==> src/common/ahl_params.svh <==
// constants of the ascii host-link command framer
`ifndef AHL_PARAMS_SVH
`define AHL_PARAMS_SVH
`define AHL_HDR_PCT 8'h25
`define AHL_HDR_LT 8'h3c
`define AHL_CHR_CR 8'h0d
`define AHL_CHR_STAR 8'h2a
`define AHL_CHR_OK 8'h24
`define AHL_CHR_ERR 8'h21
`define AHL_ASCII_ZERO 8'h30
`define AHL_ASCII_HEXA 8'h37
`define AHL_MAX_PCT 12'd118
`define AHL_MAX_LT 12'd2048
`define AHL_TAIL_CHARS 12'd3
`define AHL_RSP_FIRST_POS 12'd5
`define AHL_UNIT_MIN 7'd1
`define AHL_UNIT_MAX 7'd99
`define AHL_CLK_MHZ 25
`define AHL_RSP_TIMEOUT_MS 1000
`define AHL_RSP_TIMEOUT_CYC (`AHL_RSP_TIMEOUT_MS * 1000 * `AHL_CLK_MHZ)
`define AHL_FIFO_DEPTH 8
`endif

==> src/common/ahl_pkg.sv <==
// types of the ascii host-link command framer
package ahl_pkg;
   typedef struct packed {
      logic last;
      logic [7:0] data;
   } ahl_byte_t;
   typedef struct packed {
      logic hdrLt;
      logic skipBcc;
      logic [6:0] unit;
   } ahl_cmd_t;
   typedef struct packed {
      logic ok;
      logic remoteErr;
      logic bccErr;
      logic unitErr;
      logic lenErr;
      logic cfgErr;
      logic timeout;
   } ahl_result_t;
   typedef enum logic [3:0] {
      ST_IDLE = 4'h0,
      ST_TX_HDR = 4'h1,
      ST_TX_U1 = 4'h2,
      ST_TX_U0 = 4'h3,
      ST_TX_TXT = 4'h4,
      ST_DRAIN = 4'h5,
      ST_TX_B1 = 4'h6,
      ST_TX_B0 = 4'h7,
      ST_TX_CR = 4'h8,
      ST_RX_HDR = 4'h9,
      ST_RX_U1 = 4'ha,
      ST_RX_U0 = 4'hb,
      ST_RX_BODY = 4'hc
   } ahl_state_t;
endpackage

==> src/rtl/ahl_fifo.sv <==
// flip-flop fifo with valid/ready on both sides
`timescale 1ns/1ps
module ahl_fifo #(
   parameter int W = 9,
   parameter int D = 8
) (
   input wire logic core_clk,
   input wire logic rst,
   input wire logic [W-1:0] inData,
   input wire logic inValid,
   output logic inReady,
   output logic [W-1:0] outData,
   output logic outValid,
   input wire logic outReady
);
   localparam int AW = (D > 1) ? $clog2(D) : 1;
   localparam logic [AW:0] FULL = (AW + 1)'(D);
   localparam logic [AW-1:0] LASTP = AW'(D - 1);
   logic [W-1:0] mem_r [D];
   logic [W-1:0] mem_nxt [D];
   logic [AW-1:0] wp_r, wp_nxt, rp_r, rp_nxt;
   logic [AW:0] cnt_r, cnt_nxt;
   logic push, pop;

   assign inReady = (cnt_r != FULL);
   assign outValid = (cnt_r != '0);
   assign outData = mem_r[rp_r];
   assign push = inValid && inReady;
   assign pop = outValid && outReady;

   always_comb begin
      mem_nxt = mem_r;
      wp_nxt = wp_r;
      rp_nxt = rp_r;
      cnt_nxt = cnt_r;
      if (push) begin
         mem_nxt[wp_r] = inData;
         wp_nxt = (wp_r == LASTP) ? '0 : wp_r + AW'(1);
      end
      if (pop) begin
         rp_nxt = (rp_r == LASTP) ? '0 : rp_r + AW'(1);
      end
      if (push && !pop) begin
         cnt_nxt = cnt_r + (AW + 1)'(1);
      end else if (pop && !push) begin
         cnt_nxt = cnt_r - (AW + 1)'(1);
      end
   end

   always_ff @(posedge core_clk or posedge rst) begin
      if (rst) begin
         for (int i = 0; i < D; i++) begin
            mem_r[i] <= '0;
         end
         wp_r <= '0;
         rp_r <= '0;
         cnt_r <= '0;
      end else begin
         mem_r <= mem_nxt;
         wp_r <= wp_nxt;
         rp_r <= rp_nxt;
         cnt_r <= cnt_nxt;
      end
   end
endmodule

==> src/rtl/ahl_master.sv <==
// master-side command framer and response parser for the ascii host link
//
// Functional notes
// - commands start with percent or less-than header, chosen per command.
// - two ascii unit digits follow the header; unit one gives "01".
// - text is supplied upper case by the user; passed through unchanged.
// - every character on the link is an ascii code.
// - check code is xor of header through last text character.
// - every command ends with carriage return.
// - percent frames at most 118 chars, less-than frames at most 2048.
// - long data spans several commands; user splits it into frames.
// - host sends first, then waits for the response before next command.
// - this block is master; the device is slave.
`timescale 1ns/1ps
`include "ahl_params.svh"
module ahl_master #(
   parameter int unsigned RSP_TIMEOUT = `AHL_RSP_TIMEOUT_CYC,
   parameter int FIFO_DEPTH = `AHL_FIFO_DEPTH
) (
   input wire logic core_clk,
   input wire logic rst,
   input wire logic cmdStart,
   input wire ahl_pkg::ahl_cmd_t cmdCfg,
   output logic cmdReady,
   input wire ahl_pkg::ahl_byte_t txtIn,
   input wire logic txtValid,
   output logic txtReady,
   output logic [7:0] txData,
   output logic txValid,
   input wire logic txReady,
   input wire logic [7:0] rxData,
   input wire logic rxValid,
   output logic [7:0] rspData,
   output logic rspValid,
   output logic done,
   output ahl_pkg::ahl_result_t result
);
   ahl_pkg::ahl_state_t state_r, state_nxt, after;
   ahl_pkg::ahl_cmd_t cfg_r, cfg_nxt;
   ahl_pkg::ahl_result_t res_r, res_nxt;
   ahl_pkg::ahl_byte_t fifoOut;
   logic fifoValid, fifoPop;
   logic [7:0] txData_r, txData_nxt, rspData_r, rspData_nxt;
   logic txValid_r, txValid_nxt, txLast_r, txLast_nxt;
   logic rspValid_r, rspValid_nxt, done_r, done_nxt;
   logic [7:0] bcc_r, bcc_nxt, hold0_r, hold0_nxt, hold1_r, hold1_nxt;
   logic [1:0] holdN_r, holdN_nxt;
   logic [11:0] cnt_r, cnt_nxt, lim;
   logic [31:0] tmo_r, tmo_nxt;
   logic load, addBcc, isTx;
   logic [7:0] loadByte, hdrChr;
   logic [15:0] unitAsc, bccAsc;

   function automatic logic [7:0] hexChr(input logic [3:0] n);
      if (n < 4'ha) begin
         return `AHL_ASCII_ZERO + {4'h0, n};
      end
      return `AHL_ASCII_HEXA + {4'h0, n};
   endfunction

   function automatic logic [15:0] unitChars(input logic [6:0] u);
      logic [3:0] tens;
      logic [6:0] rest;
      tens = 4'h0;
      rest = u;
      for (int t = 1; t < 10; t++) begin
         if (rest >= 7'd10) begin
            tens = tens + 4'h1;
            rest = rest - 7'd10;
         end
      end
      return {`AHL_ASCII_ZERO + {4'h0, tens}, `AHL_ASCII_ZERO + {1'b0, rest}};
   endfunction

   // text waits here; a stalled uart backs up into txtReady
   ahl_fifo #(.W(9), .D(FIFO_DEPTH)) txtFifo (
      .core_clk(core_clk),
      .rst(rst),
      .inData(txtIn),
      .inValid(txtValid),
      .inReady(txtReady),
      .outData(fifoOut),
      .outValid(fifoValid),
      .outReady(fifoPop)
   );

   assign hdrChr = cfg_r.hdrLt ? `AHL_HDR_LT : `AHL_HDR_PCT;
   assign unitAsc = unitChars(cfg_r.unit);
   assign bccAsc = {hexChr(bcc_r[7:4]), hexChr(bcc_r[3:0])};
   assign lim = cfg_r.hdrLt ? `AHL_MAX_LT : `AHL_MAX_PCT;
   assign isTx = (state_r inside {ahl_pkg::ST_TX_HDR, ahl_pkg::ST_TX_U1,
      ahl_pkg::ST_TX_U0, ahl_pkg::ST_TX_TXT, ahl_pkg::ST_TX_B1,
      ahl_pkg::ST_TX_B0, ahl_pkg::ST_TX_CR});
   assign cmdReady = (state_r == ahl_pkg::ST_IDLE);
   assign txData = txData_r;
   assign txValid = txValid_r;
   assign rspData = rspData_r;
   assign rspValid = rspValid_r;
   assign done = done_r;
   assign result = res_r;

   always_comb begin
      state_nxt = state_r;
      cfg_nxt = cfg_r;
      res_nxt = res_r;
      txData_nxt = txData_r;
      txValid_nxt = txValid_r;
      txLast_nxt = txLast_r;
      rspData_nxt = rspData_r;
      rspValid_nxt = 1'b0;
      done_nxt = 1'b0;
      bcc_nxt = bcc_r;
      hold0_nxt = hold0_r;
      hold1_nxt = hold1_r;
      holdN_nxt = holdN_r;
      cnt_nxt = cnt_r;
      tmo_nxt = tmo_r;
      fifoPop = 1'b0;
      load = 1'b0;
      addBcc = 1'b1;
      loadByte = 8'h00;
      after = state_r;
      unique case (state_r)
         ahl_pkg::ST_IDLE: begin
            if (cmdStart) begin
               cfg_nxt = cmdCfg;
               res_nxt = '0;
               cnt_nxt = 12'd0;
               bcc_nxt = 8'h00;
               if (cmdCfg.unit < `AHL_UNIT_MIN ||
                   cmdCfg.unit > `AHL_UNIT_MAX) begin
                  res_nxt.cfgErr = 1'b1;
                  done_nxt = 1'b1;
               end else begin
                  state_nxt = ahl_pkg::ST_TX_HDR;
               end
            end
         end
         ahl_pkg::ST_TX_HDR: begin
            load = 1'b1;
            loadByte = hdrChr;
            after = ahl_pkg::ST_TX_U1;
         end
         ahl_pkg::ST_TX_U1: begin
            load = 1'b1;
            loadByte = unitAsc[15:8];
            after = ahl_pkg::ST_TX_U0;
         end
         ahl_pkg::ST_TX_U0: begin
            load = 1'b1;
            loadByte = unitAsc[7:0];
            after = ahl_pkg::ST_TX_TXT;
         end
         ahl_pkg::ST_TX_TXT: begin
            after = txLast_r ? ahl_pkg::ST_TX_B1 : ahl_pkg::ST_TX_TXT;
            if (!txValid_r && fifoValid) begin
               // no room left for check code and terminator
               if (cnt_r >= lim - `AHL_TAIL_CHARS) begin
                  res_nxt.lenErr = 1'b1;
                  state_nxt = ahl_pkg::ST_DRAIN;
               end else begin
                  load = 1'b1;
                  loadByte = fifoOut.data;
                  fifoPop = 1'b1;
                  txLast_nxt = fifoOut.last;
               end
            end
         end
         ahl_pkg::ST_DRAIN: begin
            fifoPop = fifoValid;
            if (fifoValid && fifoOut.last) begin
               state_nxt = ahl_pkg::ST_TX_B1;
            end
         end
         ahl_pkg::ST_TX_B1: begin
            load = 1'b1;
            addBcc = 1'b0;
            loadByte = cfg_r.skipBcc ? `AHL_CHR_STAR : bccAsc[15:8];
            after = ahl_pkg::ST_TX_B0;
         end
         ahl_pkg::ST_TX_B0: begin
            load = 1'b1;
            addBcc = 1'b0;
            loadByte = cfg_r.skipBcc ? `AHL_CHR_STAR : bccAsc[7:0];
            after = ahl_pkg::ST_TX_CR;
         end
         ahl_pkg::ST_TX_CR: begin
            load = 1'b1;
            addBcc = 1'b0;
            loadByte = `AHL_CHR_CR;
            after = ahl_pkg::ST_RX_HDR;
            tmo_nxt = 32'd0;
         end
         ahl_pkg::ST_RX_HDR: begin
            // stray bytes before the right header are dropped
            if (rxValid && rxData == hdrChr) begin
               bcc_nxt = rxData;
               cnt_nxt = 12'd1;
               state_nxt = ahl_pkg::ST_RX_U1;
            end
         end
         ahl_pkg::ST_RX_U1, ahl_pkg::ST_RX_U0: begin
            if (rxValid) begin
               if (rxData != ((state_r == ahl_pkg::ST_RX_U1) ?
                   unitAsc[15:8] : unitAsc[7:0])) begin
                  res_nxt.unitErr = 1'b1;
               end
               bcc_nxt = bcc_r ^ rxData;
               cnt_nxt = cnt_r + 12'd1;
               holdN_nxt = 2'd0;
               state_nxt = (state_r == ahl_pkg::ST_RX_U1) ?
                  ahl_pkg::ST_RX_U0 : ahl_pkg::ST_RX_BODY;
            end
         end
         ahl_pkg::ST_RX_BODY: begin
            if (rxValid && rxData == `AHL_CHR_CR) begin
               // last two held characters are the check code
               if (holdN_r != 2'd2) begin
                  res_nxt.bccErr = 1'b1;
               end else if (!(hold1_r == `AHL_CHR_STAR &&
                  hold0_r == `AHL_CHR_STAR) &&
                  {hold1_r, hold0_r} != bccAsc) begin
                  res_nxt.bccErr = 1'b1;
               end
               state_nxt = ahl_pkg::ST_IDLE;
            end else if (rxValid) begin
               if (holdN_r == 2'd2) begin
                  rspData_nxt = hold1_r;
                  rspValid_nxt = 1'b1;
                  bcc_nxt = bcc_r ^ hold1_r;
                  if (cnt_r == `AHL_RSP_FIRST_POS &&
                      hold1_r == `AHL_CHR_ERR) begin
                     res_nxt.remoteErr = 1'b1;
                  end
               end else begin
                  holdN_nxt = holdN_r + 2'd1;
               end
               hold1_nxt = hold0_r;
               hold0_nxt = rxData;
               cnt_nxt = cnt_r + 12'd1;
               if (cnt_r >= lim - 12'd1) begin
                  res_nxt.lenErr = 1'b1;
               end
            end
         end
         default: begin
            state_nxt = ahl_pkg::ST_IDLE;
         end
      endcase
      // one byte in flight to the uart at a time
      if (isTx) begin
         if (txValid_r) begin
            if (txReady) begin
               txValid_nxt = 1'b0;
               state_nxt = after;
            end
         end else if (load) begin
            txData_nxt = loadByte;
            txValid_nxt = 1'b1;
            cnt_nxt = cnt_r + 12'd1;
            if (addBcc) begin
               bcc_nxt = bcc_r ^ loadByte;
            end
         end
      end
      if (state_r inside {ahl_pkg::ST_RX_HDR, ahl_pkg::ST_RX_U1,
          ahl_pkg::ST_RX_U0, ahl_pkg::ST_RX_BODY}) begin
         // covers the device hold-back of up to 999 scans
         tmo_nxt = tmo_r + 32'd1;
         if (tmo_r >= RSP_TIMEOUT - 32'd1) begin
            res_nxt.timeout = 1'b1;
            state_nxt = ahl_pkg::ST_IDLE;
         end
         if (state_nxt == ahl_pkg::ST_IDLE) begin
            done_nxt = 1'b1;
            res_nxt.ok = !(res_nxt.remoteErr || res_nxt.bccErr ||
               res_nxt.unitErr || res_nxt.lenErr || res_nxt.timeout);
         end
      end
   end

   always_ff @(posedge core_clk or posedge rst) begin
      if (rst) begin
         state_r <= ahl_pkg::ST_IDLE;
         cfg_r <= '0;
         res_r <= '0;
         txData_r <= 8'h00;
         txValid_r <= 1'b0;
         txLast_r <= 1'b0;
         rspData_r <= 8'h00;
         rspValid_r <= 1'b0;
         done_r <= 1'b0;
         bcc_r <= 8'h00;
         hold0_r <= 8'h00;
         hold1_r <= 8'h00;
         holdN_r <= 2'd0;
         cnt_r <= 12'd0;
         tmo_r <= 32'd0;
      end else begin
         state_r <= state_nxt;
         cfg_r <= cfg_nxt;
         res_r <= res_nxt;
         txData_r <= txData_nxt;
         txValid_r <= txValid_nxt;
         txLast_r <= txLast_nxt;
         rspData_r <= rspData_nxt;
         rspValid_r <= rspValid_nxt;
         done_r <= done_nxt;
         bcc_r <= bcc_nxt;
         hold0_r <= hold0_nxt;
         hold1_r <= hold1_nxt;
         holdN_r <= holdN_nxt;
         cnt_r <= cnt_nxt;
         tmo_r <= tmo_nxt;
      end
   end
endmodule

==> config.mk <==
export PLATFORM = sky130hd
export DESIGN_NAME = ahl_master
export DESIGN_NICKNAME = d
export VERILOG_FILES = /design/src/common/ahl_pkg.sv /design/src/rtl/ahl_fifo.sv /design/src/rtl/ahl_master.sv
export VERILOG_INCLUDE_DIRS = /design/src /design/src/common
export SDC_FILE = /design/constraint.sdc
export NUM_CORES = 1
export LEC_CHECK = 0
export BUFFER_PORTS_ARGS = -buffer_cell sky130_fd_sc_hd__buf_2
export CAP_MARGIN = 15
export CORE_ASPECT_RATIO = 0.5
export CORE_MARGIN = 3
export CORE_UTILIZATION = 45
export DETAILED_ROUTE_END_ITERATION = 7
export GPL_TIMING_DRIVEN = 0
export PLACE_DENSITY = 0.67
export SLEW_MARGIN = 25
export SYNTH_ARGS = -nofsm -noshare
export SYNTH_HDL_FRONTEND = slang
export SYNTH_SLANG_ARGS = --single-unit
==> constraint.sdc <==
create_clock -name core_clk -period 19.2 [get_ports core_clk]
set_input_delay 0.96 -clock core_clk [delete_from_list [all_inputs] [get_ports core_clk]]
set_output_delay 0.96 -clock core_clk [all_outputs]
set_load 0.005 [all_outputs]
# ---- After elaboration in Yosys (flattened, before gate mapping)
# Index checks and enable logic that the tools add are counted.
# Widths: inputs -> output; s select.
dict set report totals {
  regBits 192
  inputBits 32
  elab_cells 288
}
dict set report classes {
  add_sub_neg 32
  n_lt_le_gt_ge 19
  n_eq_ne 29
  n_mux 127
  bitwise 8
  reduce_logical 39
}
# op count
set ops {}
lappend ops {{$mux 8} 19}
lappend ops {{$mux 12} 8}
lappend ops {{$mux 4} 24}
lappend ops {{$bwmux 72} 1}
lappend ops {{$mux 7} 10}
lappend ops {{$mux 32} 2}
lappend ops {{$ge 7x4->1 const B} 9}
lappend ops {{$sub 7x4->7 const B} 9}
lappend ops {{$pmux 4 s7} 2}
lappend ops {{$pmux 8 s7} 1}
lappend ops {{$pmux 12 s4} 1}
lappend ops {{$mux 1} 38}
lappend ops {{$add 4x1->4 const B} 9}
lappend ops {{$add 6x4->7 const A} 5}
lappend ops {{$add 32x1->32 const B} 1}
lappend ops {{$ge 32x25->1 const B} 1}
lappend ops {{$pmux 8 s4} 1}
lappend ops {{$bmux 9 s3} 1}
lappend ops {{$demux 9 s3} 1}
lappend ops {{$mux 9} 3}
lappend ops {{$eq 8x6->1 const B} 3}
lappend ops {{$ge 12x12->1} 2}
lappend ops {{$xor 8x8->8} 3}
lappend ops {{$eq 4x4->1 const B} 5}
lappend ops {{46 further kinds} 95}

# ---- Depth between registers and ports, before layout
dict set report depth {
  word_depth 30
  depth_mapped 32
}

# ---- Hierarchy
# Synthesis repeated with hierarchy kept, for this count alone.
dict set report unflattened {
  cells_unflattened 1491
  area_unflattened_um2 13730.7
}
# mod n_inst cells_per_inst area_each_um2 seq_area_each_um2
set modules_own_cells {}
lappend modules_own_cells {ahl_master 1 1248 9743.1 2752.6}
lappend modules_own_cells {ahl_fifo 1 243 3987.6 2052.0}

# ---- Worst setup path before layout
# OpenSTA, ideal clock, no wires.
dict set report synth_path {
  path_kind {reg-to-reg}
  from {reg cfg_r[2] (netlist name)}
  to {reg res_r (netlist bit result[3])}
  setup_ns 0.129
  t_arrival_ns 6.929
  t_required_ns 19.071
  path_slack_ns 12.141
  stages_incl_launch_ff 32
  n_path_buf 4
  period_less_slack_ns 7.059
  cell_sequence {dfrtp_1 -> buf_4 -> inv_1 -> ha_1 -> nand2b_4 -> o2111ai_2 -> buf_4 -> mux2i_1 -> o22ai_1 -> a221o_2 -> mux2_4 -> a211oi_2 -> o21ai_0 -> a22o_1 -> ha_1 -> nand2b_1 -> a21oi_2 -> or3_1 -> buf_4 -> xnor2_1 -> inv_1 -> ha_1 -> nand2b_1 -> o21a_1 -> o31a_1 -> clkbuf_1 -> xnor2_1 -> ha_1 -> or4_1 -> a31oi_1 -> nor3_1 -> o41a_1}
}
# item line
set synth_rtl {}
lappend synth_rtl {{from (decl)} ahl_master.sv:39} ;# ahl_pkg::ahl_cmd_t cfg_r, cfg_nxt;
lappend synth_rtl {{from (signal assigned)} ahl_master.sv:301} ;# cfg_r <= cfg_nxt;
lappend synth_rtl {{to (signal assigned)} ahl_master.sv:302} ;# res_r <= res_nxt;
lappend synth_rtl {{to (decl)} ahl_master.sv:40} ;# ahl_pkg::ahl_result_t res_r, res_nxt;

==> flow_results.org <==
** Status
- The run finished with clean final reports.

** Detailed routing
- Via count :: 11350
- Detailed-route wire length :: 36.29 mm
- In this run, the number of DRC markers left after iteration 0 of detailed routing was ~1100.
- Residual antenna-violating net count after detailed routing :: 0
- Before antenna repair, the detailed router went through 7 iterations.
- Using the TritonRoute via totals, the vias-per-cell ratio works out to between 6 and 7.
- Wl on met1 :: between 15 and 20 mm
- DR WL met3 :: 2.239 mm
- Signal routing reaches up to met4.
- After detailed routing, the number of remaining DRC violations is 0.
- In the final routed layout, each cell accounts on average for about 19 µm.
- Routed wire length on met2 :: between 15 and 20 mm

** Global route
- Remaining global-route overflow :: 0
- Vias in the first global route :: roughly 11000
- The initial antenna violation count is 0.
- Wire length of the first global-routing pass :: between 50 and 60 mm
- Tot GR Track Use :: 23.96%
- Largest net degree at the start of global routing :: 90

** Worst setup path
- Startpoint-to-endpoint class of the critical path :: flip-flop to flip-flop
- Critical Path Most Common Cell :: ha_1
- CP top delay family :: compound AO/OA/AOI/OAI gates
- Kind of start point of the critical path :: flip-flop
- The largest single stage delay on the critical path is 0.76 ns.
- Counting both buffers and inverters, the worst setup path holds a total of 4.
- Master of the slowest instance on the critical path :: a2111oi_0
- Maximum fanout along the worst path :: 10
- Worst setup EP type :: flip-flop
- Data on the critical path arrives at its endpoint at 8.86 ns.
- CP required :: 19.53 ns

** Layout
- Reg area :: just under 0.005 mm²
- The multi-input combinational cells in the finished layout cover a total of 0.007589 mm².
- The repair_antennas step left the layout with diodes totalling 0.
- Share of cells above drive strength 1 :: 16.70%
- Layout Nets :: 1551
- Area delta synth->final :: 11.07%
- After filler insertion, the fill cell instance count of the layout stands at 2514.

** Clock tree
- Post-CTS timing repair inserted 0 buffers for setup.
- Hold-fix buffer count after cts :: 0
- At the later pin of the worst-skew pair, clock insertion delay measures 0.45 ns.
- The number of gates resized after CTS was 0.
- Clk pin slew, worst setup/hold paths :: approximately 0.07 ns
- Clock tree buffer depth :: 2
- For this design, the sink count on the clock tree is between 150 and 200.
- The tree is rooted in a clkbuf_16.
- Clock tree from TritonCTS :: done
- CTS built an H-tree with a depth of 4.
- Inserted Clock Buffers :: 17

** Yosys
- Fraction of the yosys area taken by sequential cells :: 37.58%
- Counting every net in the synthesized netlist gives 1475.
- Cell area after synthesis :: between 0.01 and 0.015 mm²
- Counting flops and latches in the post-synthesis netlist gives about 190.
- The cell count after synthesis came out at 1409.
- Share of synthesized registers carrying an async set or reset :: 100.0%
- The Yosys step of the flow raised 0 warnings.
- Top_reg_cell synth :: dfrtp_1
- Number of distinct library cells after synthesis :: 100
- The synthesized design contains 0 enable-type register cells.
- Post-synthesis average cell area :: 9.074 µm²

** Timing
- Setup violations remaining at the end of the flow were counted as 0.
- The clock period could shrink to 8.527 ns.
- Setup repair after global routing left no endpoint under its margin.
- Count of endpoints failing hold in the final timing report :: 0
- Highest clock frequency the design can meet :: approximately 120 MHz
- The clock arrives with 0.01084 ns of skew.
- Portion of the clock cycle consumed by the worst path in the final layout :: 44.41%
- Number of pins exceeding their max-slew limit in the final report :: 0
- Worst slew margin relative to its limit :: 35.28%
- Setup total negative slack :: 0 ns
- Slew at the pin closest to its max-slew limit :: 0.9463 ns

** Die
- In this run the vertical extent of the chip is between 100 and 150 µm.
- Floorplan Core Area :: about 0.027 mm²
- Full die area :: 0.03059 mm²
- For this design the top-level I/O count stands at 60.
- Measured along the x axis, the die boundary spans 244.4 µm.
- Starting density of the core :: a little under half
- Placement row count :: 42

** Min path
- Hold/Removal Path Class :: input port to asynchronous set/reset pin

** Placed design
- Sum of net half-perimeters after detailed placement :: 27.15 mm
- During placement, the flow inserted port buffers numbering 52.
- At the end of routability-driven placement, the weighted congestion stood at a little over 1.

** Flow run
- Max-cap violations in this run came to 0.
-- state kept, by name, summed over array words and instances, names as in the netlist, 3 cells and up --
name	flops
bcc_r	8
cfg_r	9
cnt_r	12
hold0_r	8
hold1_r	8
result	7
rspData	8
state_r	4
tmo_r	32
txData	8
txtFifo.cnt_r	4
txtFifo.mem_r	72
txtFifo.rp_r	3
txtFifo.wp_r	3
-- logic make-up after synthesis --
family                   after synthesis  share of synthesized area [%]
AND/OR/NAND/NOR                      547                          20.39
AO/OA/AOI/OAI                        359                          19.18
flip-flops                           192                          37.58
multiplexers                         126                          12.60
buffers and inverters                100                          3.200
XOR/XNOR                              50                          3.592
adder cells (fa/ha/maj)               35                          3.465
-- stage by stage --
step	instance area, µm²	hold slack, ns	utilization (%)	worst slack [ns]	std cells
after global routing	14200	0.4764	52.27	10.14	1871
after detailed placement	13610	0.4634	50.11	10.91	1840
after floorplan	12780	0.4543	-	12.14	1409
final	14200	0.4774	52.27	10.67	1871
after global placement	13510	0.4526	49.74	10.99	1835
after CTS	14200	0.4719	52.27	10.81	1871
-- synth_stat cells, types with 9 or more instances --
library cell	instances	area share, %
xnor2_1	33	2.3
dfrtp_1	192	38
nand2b_1	11	0.54
a21o_1	11	0.65
o211ai_1	23	1.4
a21oi_1	76	3.0
nor2b_1	9	0.44
mux2i_1	17	1.3
clkbuf_1	51	1.5
nand3_1	60	2.3
o31ai_1	14	0.82
nor2_1	94	2.8
mux2_2	88	7.8
or3_1	9	0.44
inv_1	31	0.91
a31oi_1	18	0.88
xor2_1	15	1.0
nand2_1	231	6.8
and3_1	20	0.98
ha_1	33	3.2
mux4_2	18	3.2
o221ai_1	9	0.62
nor4b_1	9	0.62
and2_1	11	0.54
o21ai_0	86	3.4
nand4_1	18	0.88
nor3_1	32	1.3
o22ai_1	13	0.64
-- final timing paths --
path                       cells after the start  startpoint                 to  slack (ns)
setup / recovery                              29    cfg_r[1]          result[3]       10.67
hold / removal                                 2         rst  txtFifo.mem_r[53]        0.48
setup reg to reg                              29    cfg_r[1]          result[3]       10.67
hold reg to reg                                2  rspData[3]         rspData[3]        0.48
max in group asynchronous                      3         rst           cnt_r[3]       17.94
min in group core_clk                          2  rspData[3]         rspData[3]        0.48
-- cell type report --
class | instances | area share (%)
Multi-Input combinational cell | 1117 | 53.44
Sequential cell | 192 | 33.84
Tap cell | 374 | 3.295
Clock buffer | 18 | 3.093
Timing Repair Buffer | 57 | 2.361
Buffer | 64 | 1.930
Clock inverter | 13 | 1.040
Inverter | 36 | 1.004
-- cells in the final DEF (no fill, tap or decap), types with 8 or more instances in the layout --
master     count
nand2_1      231
dfrtp_1      192
nor2_1        94
mux2_2        88
o21ai_0       86
a21oi_1       76
nand3_1       60
buf_2         56
clkbuf_1      51
xnor2_1       33
ha_1          33
nor3_1        31
inv_1         30
o211ai_1      23
and3_1        20
nand4_1       18
mux4_2        18
a31oi_1       18
mux2i_1       17
clkbuf_16     17
xor2_1        15
o31ai_1       14
o22ai_1       13
and2_1        11
nand2b_1      11
a21o_1        11
nor2b_1        9
or3_1          9
o221ai_1       9
a211oi_1       8
-- per-layer routing --
metal | vias up | track usage (%)
li1 | 5369 | -
met1 | 5555 | 33.66
met2 | 373 | 38.31
met3 | 51 | 4.450
met4 | 0 | 6.206
met5 | - | 0
Power is left out: the tool's default activity adds up to more than one toggle a clock period on the data nets, which glitch-free logic cannot reach.
